<file path="src/shared/bpm_defines.vh">
// How it works
// RULE_01: Zero redundancy field uses detected swap map
// RULE_02: Selector codes map pools; fifteen reserved
// RULE_03: All-pools bit selects every pool
// RULE_04: Pool reset fires on trigger rising edge
// RULE_05: Software stops grant/release before pool reset
// RULE_06: Software reprograms free list, clears queue control
// RULE_07: Head pointer split low byte, high seven
// RULE_08: Tail pointer split low byte, high seven
// RULE_09: Granule count split low byte, high seven
// RULE_10: Upper bit seven commits on rising edge
// RULE_11: Software-linked: write memory, then pointers, count
// RULE_12: Zero head/tail plus count starts hardware linking
// RULE_13: Pop release entry on rising request, nonempty
// RULE_14: Info byte layout for head/tail pointer bits
// RULE_15: Release count split across bytes four, five
// RULE_16: Multicast flag in fifth byte bit five
// RULE_17: Source port and class in bytes five, six
// RULE_18: Queue-manager origin flag in sixth byte
// RULE_19: Sixth byte top bits give FIFO depth
// RULE_20: Queue control bits stop grant and release
// RULE_21: Head low byte first, tail middle third
`ifndef BPM_DEFINES_VH
`define BPM_DEFINES_VH

// ----------------------------------------
// Register offsets
// ----------------------------------------
`define BPM_ADDR_W          12
`define BPM_OFF_QUEUE_CONTROL       12'heba
`define BPM_OFF_BIST_LO     12'hebb
`define BPM_OFF_BIST_HI     12'hebc
`define BPM_OFF_REDUND      12'hebd
`define BPM_OFF_POOL_RST    12'hec0
`define BPM_OFF_HEAD_LO     12'hec1
`define BPM_OFF_HEAD_HI     12'hec2
`define BPM_OFF_TAIL_LO     12'hec3
`define BPM_OFF_TAIL_HI     12'hec4
`define BPM_OFF_CNT_LO      12'hec5
`define BPM_OFF_CNT_HI      12'hec6
`define BPM_OFF_POP_CTRL    12'hec7
`define BPM_OFF_INFO0       12'hec8
`define BPM_OFF_INFO1       12'hec9
`define BPM_OFF_INFO2       12'heca
`define BPM_OFF_INFO3       12'hecb
`define BPM_OFF_INFO4       12'hecc
`define BPM_OFF_INFO5       12'hecd

// ----------------------------------------
// Field positions and widths
// ----------------------------------------
`define BPM_PTR_W           15
`define BPM_NPOOL           15
`define BPM_POOL_SEL_RSVD   4'hf
`define BPM_POOL_ALL_BIT    4
`define BPM_POOL_TRIG_BIT   5
`define BPM_COMMIT_BIT      7
`define BPM_POP_BIT         0
`define BPM_QC_STOP_QM      0
`define BPM_QC_STOP_MCQ     1
`define BPM_QC_STOP_GRANT   2
`define BPM_QC_STOP_REL     3

// ----------------------------------------
// Reset values
// ----------------------------------------
`define BPM_RST_BYTE        8'h00
`define BPM_RST_PTR         15'h0000

`endif

</file>
<file path="src/design/bpm_regs.v">
// The address-and-strobe port was decided locally.
`timescale 1ns/10ps
`default_nettype none
`include "bpm_defines.vh"

module bpm_regs (
  // Clock and reset
  input  wire        i_clk_sys,
  input  wire        i_reset,
  // Register port
  input  wire [11:0] i_addr,
  input  wire [7:0]  i_wdata,
  input  wire        i_wr,
  input  wire        i_rd,
  output reg  [7:0]  o_rdata,
  // Memory redundancy and self-test
  input  wire [15:0] i_selftest_result,
  input  wire [3:0]  i_hw_swap_map,
  output reg  [3:0]  o_swap_map,
  // Queue control
  output reg         o_stop_qm_idle,
  output reg         o_stop_mcq_idle,
  output reg         o_stop_grant,
  output reg         o_stop_release,
  // Pool reset
  output reg         o_pool_reset,
  output reg  [14:0] o_pool_reset_mask,
  // Free list programming
  output reg         o_head_load,
  output reg  [14:0] o_head_ptr,
  output reg         o_tail_load,
  output reg  [14:0] o_tail_ptr,
  output reg         o_count_load,
  output reg  [14:0] o_granule_count,
  output reg         o_hw_link_start,
  // Release FIFO, show-ahead head entry
  input  wire [2:0]  i_rls_entries,
  input  wire [14:0] i_rls_head_ptr,
  input  wire [14:0] i_rls_tail_ptr,
  input  wire [6:0]  i_rls_count,
  input  wire        i_rls_mcast,
  input  wire [3:0]  i_rls_src_port,
  input  wire [1:0]  i_rls_class,
  input  wire        i_rls_from_qm,
  output reg         o_rls_pop
);

  // ----------------------------------------
  // Decode helpers
  // ----------------------------------------
  function hit;
    input [11:0] addr;
    input [11:0] off;
    begin
      hit = (addr == off);
    end
  endfunction

  // Code 15 selects nothing unless the all-pools bit is set
  function [14:0] pool_mask;
    input [3:0] sel;
    input       all;
    begin
      if (all) begin
        pool_mask = {`BPM_NPOOL{1'b1}};  // RULE_03
      end else if (sel == `BPM_POOL_SEL_RSVD) begin
        pool_mask = 15'h0000;  // RULE_02
      end else begin
        pool_mask = 15'h0001 << sel;  // RULE_02
      end
    end
  endfunction

  // ----------------------------------------
  // Software-written state
  // ----------------------------------------
  reg [3:0] queue_control_q;
  reg [3:0] redund_q;
  reg [5:0] pool_rst_q;
  reg [7:0] head_lo_q;
  reg [7:0] head_hi_q;
  reg [7:0] tail_lo_q;
  reg [7:0] tail_hi_q;
  reg [7:0] cnt_lo_q;
  reg [7:0] cnt_hi_q;
  reg       pop_req_q;

  // Captured release entry
  reg [14:0] rls_head_q;
  reg [14:0] rls_tail_q;
  reg [6:0]  rls_count_q;
  reg        rls_mcast_q;
  reg [3:0]  rls_src_q;
  reg [1:0]  rls_class_q;
  reg        rls_qm_q;

  wire wr_queue_control  = i_wr & hit(i_addr, `BPM_OFF_QUEUE_CONTROL);
  wire wr_redund = i_wr & hit(i_addr, `BPM_OFF_REDUND);
  wire wr_prst   = i_wr & hit(i_addr, `BPM_OFF_POOL_RST);
  wire wr_hlo    = i_wr & hit(i_addr, `BPM_OFF_HEAD_LO);
  wire wr_hhi    = i_wr & hit(i_addr, `BPM_OFF_HEAD_HI);
  wire wr_tlo    = i_wr & hit(i_addr, `BPM_OFF_TAIL_LO);
  wire wr_thi    = i_wr & hit(i_addr, `BPM_OFF_TAIL_HI);
  wire wr_clo    = i_wr & hit(i_addr, `BPM_OFF_CNT_LO);
  wire wr_chi    = i_wr & hit(i_addr, `BPM_OFF_CNT_HI);
  wire wr_pop    = i_wr & hit(i_addr, `BPM_OFF_POP_CTRL);

  // Edge triggers: bit goes from stored 0 to written 1
  wire prst_rise = wr_prst & i_wdata[`BPM_POOL_TRIG_BIT] & ~pool_rst_q[`BPM_POOL_TRIG_BIT];  // RULE_04
  wire hcom_rise = wr_hhi & i_wdata[`BPM_COMMIT_BIT] & ~head_hi_q[`BPM_COMMIT_BIT];  // RULE_10
  wire tcom_rise = wr_thi & i_wdata[`BPM_COMMIT_BIT] & ~tail_hi_q[`BPM_COMMIT_BIT];  // RULE_10
  wire ccom_rise = wr_chi & i_wdata[`BPM_COMMIT_BIT] & ~cnt_hi_q[`BPM_COMMIT_BIT];  // RULE_10
  wire pop_rise  = wr_pop & i_wdata[`BPM_POP_BIT] & ~pop_req_q;
  // Empty FIFO swallows the request; software must toggle again
  wire pop_go    = pop_rise & (i_rls_entries != 3'h0);  // RULE_13

  wire [14:0] head_val = {head_hi_q[6:0], head_lo_q};  // RULE_07
  wire [14:0] tail_val = {tail_hi_q[6:0], tail_lo_q};  // RULE_08
  wire [14:0] cnt_val  = {i_wdata[6:0], cnt_lo_q};  // RULE_09

  // ----------------------------------------
  // Register writes
  // ----------------------------------------
  always @(posedge i_clk_sys) begin
    if (i_reset) begin
      queue_control_q    <= 4'h0;
      redund_q   <= 4'h0;
      pool_rst_q <= 6'h00;
      head_lo_q  <= `BPM_RST_BYTE;
      head_hi_q  <= `BPM_RST_BYTE;
      tail_lo_q  <= `BPM_RST_BYTE;
      tail_hi_q  <= `BPM_RST_BYTE;
      cnt_lo_q   <= `BPM_RST_BYTE;
      cnt_hi_q   <= `BPM_RST_BYTE;
      pop_req_q  <= 1'b0;
    end else begin
      if (wr_queue_control) begin
        queue_control_q <= i_wdata[3:0];
      end
      if (wr_redund) begin
        redund_q <= i_wdata[3:0];
      end
      if (wr_prst) begin
        pool_rst_q <= i_wdata[5:0];
      end
      if (wr_hlo) begin
        head_lo_q <= i_wdata;
      end
      if (wr_hhi) begin
        head_hi_q <= i_wdata;
      end
      if (wr_tlo) begin
        tail_lo_q <= i_wdata;
      end
      if (wr_thi) begin
        tail_hi_q <= i_wdata;
      end
      if (wr_clo) begin
        cnt_lo_q <= i_wdata;
      end
      if (wr_chi) begin
        cnt_hi_q <= i_wdata;
      end
      if (wr_pop) begin
        pop_req_q <= i_wdata[`BPM_POP_BIT];
      end
    end
  end

  // ----------------------------------------
  // Control outputs toward buffer manager
  // ----------------------------------------
  always @(posedge i_clk_sys) begin
    if (i_reset) begin
      o_swap_map        <= 4'h0;
      o_stop_qm_idle    <= 1'b0;
      o_stop_mcq_idle   <= 1'b0;
      o_stop_grant      <= 1'b0;
      o_stop_release    <= 1'b0;
      o_pool_reset      <= 1'b0;
      o_pool_reset_mask <= 15'h0000;
      o_head_load       <= 1'b0;
      o_head_ptr        <= `BPM_RST_PTR;
      o_tail_load       <= 1'b0;
      o_tail_ptr        <= `BPM_RST_PTR;
      o_count_load      <= 1'b0;
      o_granule_count   <= `BPM_RST_PTR;
      o_hw_link_start   <= 1'b0;
      o_rls_pop         <= 1'b0;
    end else begin
      // Detected map is tracked live until software overrides it
      o_swap_map      <= (redund_q == 4'h0) ? i_hw_swap_map : redund_q;  // RULE_01
      o_stop_qm_idle  <= queue_control_q[`BPM_QC_STOP_QM];
      o_stop_mcq_idle <= queue_control_q[`BPM_QC_STOP_MCQ];
      o_stop_grant    <= queue_control_q[`BPM_QC_STOP_GRANT];  // RULE_20
      o_stop_release  <= queue_control_q[`BPM_QC_STOP_REL];  // RULE_20
      o_pool_reset    <= prst_rise;  // RULE_04
      if (prst_rise) begin
        o_pool_reset_mask <= pool_mask(i_wdata[3:0], i_wdata[`BPM_POOL_ALL_BIT]);  // RULE_03
      end
      // Commit takes the upper bits from the same write
      o_head_load <= hcom_rise;  // RULE_10
      if (hcom_rise) begin
        o_head_ptr <= {i_wdata[6:0], head_lo_q};  // RULE_07
      end
      o_tail_load <= tcom_rise;  // RULE_10
      if (tcom_rise) begin
        o_tail_ptr <= {i_wdata[6:0], tail_lo_q};  // RULE_08
      end
      o_count_load <= ccom_rise;  // RULE_10
      if (ccom_rise) begin
        o_granule_count <= cnt_val;  // RULE_09
      end
      // Both pointers zero means the manager links the list itself
      o_hw_link_start <= ccom_rise & (head_val == 15'h0000) & (tail_val == 15'h0000);  // RULE_12
      o_rls_pop       <= pop_go;  // RULE_13
    end
  end

  // ----------------------------------------
  // Release entry capture
  // ----------------------------------------
  always @(posedge i_clk_sys) begin
    if (i_reset) begin
      rls_head_q  <= `BPM_RST_PTR;
      rls_tail_q  <= `BPM_RST_PTR;
      rls_count_q <= 7'h00;
      rls_mcast_q <= 1'b0;
      rls_src_q   <= 4'h0;
      rls_class_q <= 2'h0;
      rls_qm_q    <= 1'b0;
    end else if (pop_go) begin
      rls_head_q  <= i_rls_head_ptr;  // RULE_13
      rls_tail_q  <= i_rls_tail_ptr;
      rls_count_q <= i_rls_count;
      rls_mcast_q <= i_rls_mcast;
      rls_src_q   <= i_rls_src_port;
      rls_class_q <= i_rls_class;
      rls_qm_q    <= i_rls_from_qm;
    end
  end

  // ----------------------------------------
  // Read mux, data one cycle after strobe
  // ----------------------------------------
  reg [7:0] rd_mux;

  always @* begin
    rd_mux = 8'h00;
    case (i_addr)
      `BPM_OFF_QUEUE_CONTROL:    rd_mux = {4'h0, queue_control_q};
      `BPM_OFF_BIST_LO:  rd_mux = i_selftest_result[7:0];
      `BPM_OFF_BIST_HI:  rd_mux = i_selftest_result[15:8];
      `BPM_OFF_REDUND:   rd_mux = {4'h0, redund_q};
      `BPM_OFF_POOL_RST: rd_mux = {2'h0, pool_rst_q};
      `BPM_OFF_HEAD_LO:  rd_mux = head_lo_q;  // RULE_07
      `BPM_OFF_HEAD_HI:  rd_mux = head_hi_q;  // RULE_07
      `BPM_OFF_TAIL_LO:  rd_mux = tail_lo_q;  // RULE_08
      `BPM_OFF_TAIL_HI:  rd_mux = tail_hi_q;  // RULE_08
      `BPM_OFF_CNT_LO:   rd_mux = cnt_lo_q;  // RULE_09
      `BPM_OFF_CNT_HI:   rd_mux = cnt_hi_q;  // RULE_09
      `BPM_OFF_POP_CTRL: rd_mux = {7'h00, pop_req_q};
      `BPM_OFF_INFO0:    rd_mux = rls_head_q[7:0];  // RULE_21
      `BPM_OFF_INFO1:    rd_mux = {rls_tail_q[0], rls_head_q[14:8]};  // RULE_14
      `BPM_OFF_INFO2:    rd_mux = rls_tail_q[8:1];  // RULE_21
      `BPM_OFF_INFO3:    rd_mux = {rls_count_q[1:0], rls_tail_q[14:9]};  // RULE_15
      `BPM_OFF_INFO4:    rd_mux = {rls_src_q[1:0], rls_mcast_q, rls_count_q[6:2]};  // RULE_15 RULE_16 RULE_17
      // Depth is live, not frozen at the last pop
      `BPM_OFF_INFO5:    rd_mux = {i_rls_entries, rls_qm_q, rls_class_q, rls_src_q[3:2]};  // RULE_17 RULE_18 RULE_19
      default:           rd_mux = 8'h00;
    endcase
  end

  always @(posedge i_clk_sys) begin
    if (i_reset) begin
      o_rdata <= 8'h00;
    end else if (i_rd) begin
      o_rdata <= rd_mux;
    end else begin
      o_rdata <= 8'h00;
    end
  end

endmodule // bpm_regs

`default_nettype wire

</file>
<file path="config.mk">
export PLATFORM = sky130hd
export DESIGN_NAME = bpm_regs
export DESIGN_NICKNAME = d
export VERILOG_FILES = /design/src/design/bpm_regs.v
export VERILOG_INCLUDE_DIRS = /design/src /design/src/shared
export SDC_FILE = /design/constraint.sdc
export NUM_CORES = 1
export LEC_CHECK = 0
export BUFFER_PORTS_ARGS = -buffer_cell sky130_fd_sc_hd__buf_2
export CORE_MARGIN = 2
export CORE_UTILIZATION = 43
export CTS_CLUSTER_SIZE = 30
export DETAILED_ROUTE_END_ITERATION = 10
export PLACE_DENSITY = 0.77
export SYNTH_ARGS = -nofsm -noshare
export SYNTH_HDL_FRONTEND = slang
export SYNTH_SLANG_ARGS = --single-unit
</file>
<file path="constraint.sdc">
create_clock -name i_clk_sys -period 5.32 [get_ports i_clk_sys]
set_input_delay 0.798 -clock i_clk_sys [delete_from_list [all_inputs] [get_ports i_clk_sys]]
set_output_delay 0.798 -clock i_clk_sys [all_outputs]
set_load 0.05 [all_outputs]
</file>
== After elaboration in Yosys (flattened, before gate mapping) ==
Index checks and enable logic that the tools add are counted.

* Multiplexer cells: 4
* Eq/ne operators: 19
* Shift-type cells: 1
* Reductions and logical operators: 5
* Bitwise gates (word level): 29

{| class="wikitable"
|+ Operator list
! operator !! number
|-
| == test 12 bit (second input constant) || 18
|-
| case mux 8 bit (18 select lines) || 1
|-
| zero test 15 bit || 2
|-
| two-way mux 15 bit || 2
|-
| bitwise AND 1 bit || 23
|-
| << shifter 1 x 4 -> 15 bit (first input constant) || 1
|-
| NOT 1 bit || 6
|-
| == test 4 bit (second input constant) || 1
|-
| zero test 4 bit || 1
|-
| two-way mux 4 bit || 1
|-
| nonzero test 3 bit || 1
|-
| OR reduction 2 bit || 1
|}

* Flip-flop bits (word level): 190
* Logic and storage cells: 91
* Bits of input ports: 92

== Logic depth before layout (Yosys ltp) ==
* Depth after elaboration: 6
* Mapped depth: 9
* Depth with buffers taken out: 5

== Least setup slack after synthesis ==
No wires, ideal clock.

* Path type: input to register
* Start: input port i_addr[0]
* End: register o_granule_count[10]
* Arrival: 2334 ps
* Stages: 9
* Path slack: 2859 ps
* Path through: buf_4 -> and4bb_2 -> nand4_1 -> buf_2 -> nor3b_1 -> buf_4 -> buf_6 -> mux2i_1 -> nor2_1

* Longest elaborated chain between the ends: 4

{| class="wikitable"
|+ RTL lines
! what !! RTL line !! text
|-
| start: declaration || bpm_regs.v:11 || <nowiki>input wire [11:0] i_addr,</nowiki>
|-
| == test 12 bit || bpm_regs.v:55 || <nowiki>hit = (addr == off);</nowiki>
|-
| bitwise AND 1 bit || bpm_regs.v:105 || <nowiki>wire wr_chi = i_wr & hit(i_addr, `BPM_OFF_CNT_HI);</nowiki>
|-
| bitwise AND 1 bit (2 in series) || bpm_regs.v:112 || <nowiki>wire ccom_rise = wr_chi & i_wdata[`BPM_COMMIT_BIT] & ~cnt_hi_q[`BPM_COMMIT_BIT];</nowiki>
|-
| end signal: assignment || bpm_regs.v:187 || <nowiki>o_granule_count <= `BPM_RST_PTR;</nowiki>
|-
| end signal: assignment || bpm_regs.v:212 || <nowiki>o_granule_count <= cnt_val;</nowiki>
|-
| end: declaration || bpm_regs.v:34 || <nowiki>output reg [14:0] o_granule_count,</nowiki>
|}

Every way passes these cells.
A chain may end at the register's enable or synchronous reset.

== Worst setup path in the final report ==
* Start: input port i_addr[2]
* End: register o_granule_count[10]

The elaborated chain is that of the path after synthesis.

==> results.toml <==
[outcome]
status = "completed"

[synthesis]
syn_area_mm2 = 0.008372
ys_ff_latch = 190
yosysWarnings = 0
syn_avg_cell_area_um2 = 9.292
synth_ff_type = "dfxtp_1"
synth_edf_count = 0
synth_cells = 901
yosysSeqAreaShare_pct = 45.43
async_flop_share_pct = 0
syn_nets = 993
ys_types = 62

[cts]
cts_resized = 0
cts_buffer_depth = 2
clock-sinks = 190
h-tree-depth = 4
ctsRootBufferMaster = "clkbuf_16"
cts_setup_buffers = 0
cts_tree = "yes"
clk_pin_slew_ps = 80
cts_hold_buf = 0
cts_buffers = 17
insertion_delay_ps = 440

[placement]
place_ws_ps = 1867
portBuffers = 173
place.gp.congestion = 0.9842
hpwl_mm = 17.06
place_inst = 1266

[routing]
dr.pass1.iters = 7
drt_first_iter_violations = 692
vias = 7208
drt_wl_total_mm = 24.59
ant_nets = 0
viasPerCell = 5.557
route.detailed.drc = 0
wl_per_cell_um = 18.96

[pwr]
leakagePower_nw = 4.441
peakVddDrop_mv = 0.2336
p_switching_uw = 723.4
p_per_area_mw_per_mm2 = 292.5
p_seq_share_pct = 49.8
intPower_mw = 2.135
clockPowerShare_pct = 44.4
switching_share_pct = 25.31
share_comb_of_total_power_pct = 5.9

[floorplan]
fp.coreArea_mm2 = 0.01927
num_rows = 51
die_h_um = 143.5
ioPinCount = 174
fp.dieW_um = 143.5
start_util_pct = 43.44
die_area_mm2 = 0.02060

[cells_and_area]
layout_common_cells = "dfxtp_1 (190), buf_2 (172), nor2_1 (161), mux2i_1 (146), nand2_1 (65)"
fillers = 1829
syn2layout_area_growth_pct = 16.71
nets = 1112
finalNonFillerCells = 1297
final_layout_size_suffix_gt1_share_pct = 22.67
diodes = 0
layout_commonest_cell = "dfxtp_1"

[critical_path]
critical_path_class = "primary input to flip-flop"
endpoint_kind = "flip-flop"
cp_slowest_cell = "buf_2"
cp_data_required_time_ps = 5630
reg2reg_from = "pop_req_q"
crit_arrival_ps = 3350
slowest_delay_ps = 600
crit_chain = "buf_2 > and4bb_2 > nand4_1 > nor3b_2 > buf_4 > mux2i_1 > nor2_1"
startpoint = "i_addr[2]"
start_kind = "primary input"
path_max_fanout = 37

[grt]
gr-total-overflow = 0
grt_pass1_wl_mm = 37.56
track_usage_pct = 23.89
antenna_found_initial = 0
grt_max_degree = 81
grt_pass1_vias = 6599

[sta]
slew_headroom_pct = 29.08
finClkSkew_ps = 10.18
setup_viol = 0
tightest_slew_ps = 1063
rsz0062_at_grt = "false"
final.min_clock_period_ps = 3038
whs_ps = 447.8
finalCritPeriodShare_pct = 57.11
fmax_ghz = 0.3291
slew_violations = 0
setup_ws_ps = 2282
hold_violations = 0
final.setup.tns_ps = 0

[flow_run]
drv_cap = 0

[min_path]
hold_class = "flip-flop to flip-flop"
hp-start = "o_tail_ptr[6]"
## critical path: cells and delay by family
family | cells | cell delay (ps)
AND/OR/NAND/NOR | 4 | 1370
multiplexers | 1 | 240
buffers and inverters | 2 | 910
## cell usage after synthesis, types with 3 or more instances
| master | number | area [um^2] |
|---|---|---|
| buf_6 | 4 | 45.04 |
| a22oi_1 | 8 | 60.06 |
| nor3_1 | 9 | 45.04 |
| buf_4 | 7 | 52.55 |
| a221oi_1 | 4 | 35.03 |
| mux2i_1 | 146 | 1461 |
| buf_12 | 4 | 80.08 |
| a32oi_1 | 10 | 87.58 |
| nor3b_1 | 3 | 22.52 |
| a211oi_1 | 16 | 120.1 |
| nand4_1 | 7 | 43.79 |
| o32ai_1 | 3 | 26.28 |
| inv_1 | 8 | 30.03 |
| a31oi_1 | 19 | 118.9 |
| nand3_1 | 13 | 65.06 |
| nand2b_1 | 4 | 25.02 |
| o22ai_1 | 4 | 25.02 |
| clkbuf_1 | 43 | 161.4 |
| nor4_1 | 11 | 68.82 |
| a32o_1 | 3 | 30.03 |
| nor2_1 | 161 | 604.3 |
| o21ai_0 | 14 | 70.07 |
| nand3b_1 | 4 | 30.03 |
| nand2_1 | 65 | 244.0 |
| o31ai_1 | 4 | 30.03 |
| and4_1 | 4 | 35.03 |
| mux2_2 | 8 | 90.09 |
| nor2b_1 | 18 | 112.6 |
| nand4_2 | 3 | 37.54 |
| buf_1 | 5 | 18.77 |
| and3b_1 | 6 | 52.55 |
| and3_1 | 4 | 25.02 |
| dfxtp_1 | 190 | 3804 |
| a21oi_1 | 39 | 195.2 |
| buf_2 | 14 | 70.07 |
| nor4b_1 | 3 | 26.28 |
## cell families after synthesis
group / share of synthesized area, %
buffers and inverters: 5.575
flip-flops: 45.43
AND/OR/NAND/NOR: 19.68
multiplexers: 18.53
AO/OA/AOI/OAI: 10.78
## stage by stage
stage          util [%]  power, mW  area [um^2]
2_1_floorplan         -      1.552         8372
3_3_place_gp      47.70      1.619         9193
3_5_place_dp      47.70      1.620         9193
4_1_cts           50.70      2.872         9771
5_1_grt           50.70      2.940         9771
6_report          50.70      2.858         9771
## layout make-up
type / instances / area (um^2) / area share [%]
multi-input cells: 624 / 4118 / 42.14
well taps: 265 / 331.6 / 3.394
repair buffers: 178 / 905.9 / 9.271
inverters: 9 / 33.78 / 0.3458
clock inverters: 13 / 148.9 / 1.524
clock buffers: 18 / 429.2 / 4.392
flip-flops and latches: 190 / 3804 / 38.93
## flip-flops by register name, indices dropped and copies added, names as in the netlist, 6 cells and up
name and count:
cnt_hi_q 8, cnt_lo_q 8, head_hi_q 8, head_lo_q 8, o_granule_count 15, o_head_ptr 15, o_pool_reset_mask 15, o_rdata 8
o_tail_ptr 15, pool_rst_q 6, rls_count_q 7, rls_head_q 15, rls_tail_q 15, tail_hi_q 8, tail_lo_q 8
## power groups by stage
stage          clock, mW  combinational, mW  sequential [mW]
3_5_place_dp           0              0.164             1.46
5_1_grt             1.34              0.177             1.42
2_1_floorplan          0             0.0898             1.46
4_1_cts             1.28              0.164             1.42
6_report            1.27              0.167             1.42
3_3_place_gp           0              0.163             1.46
## path summary, 6_finish.rpt
| path | endpoint | slack, ps | cells past startpoint |
|---|---|---|---|
| setup reg to reg | rls_src_q[1] | 3520 | 5 |
| setup / recovery | o_granule_count[10] | 2280 | 7 |
| hold / removal | o_tail_ptr[6] | 450 | 2 |
| hold reg to reg | o_tail_ptr[6] | 450 | 2 |
## metal layers
layer / up-vias / GRT usage (%) / share of wire, %
met4: 0 / 10.11 / 2.9
met5: - / 0 / 0
met1: 3386 / 32.89 / 45
met3: 56 / 5.432 / 8.3
met2: 338 / 36.02 / 44
li1: 3428 / - / -
Power figures use the tool's default switching activity.
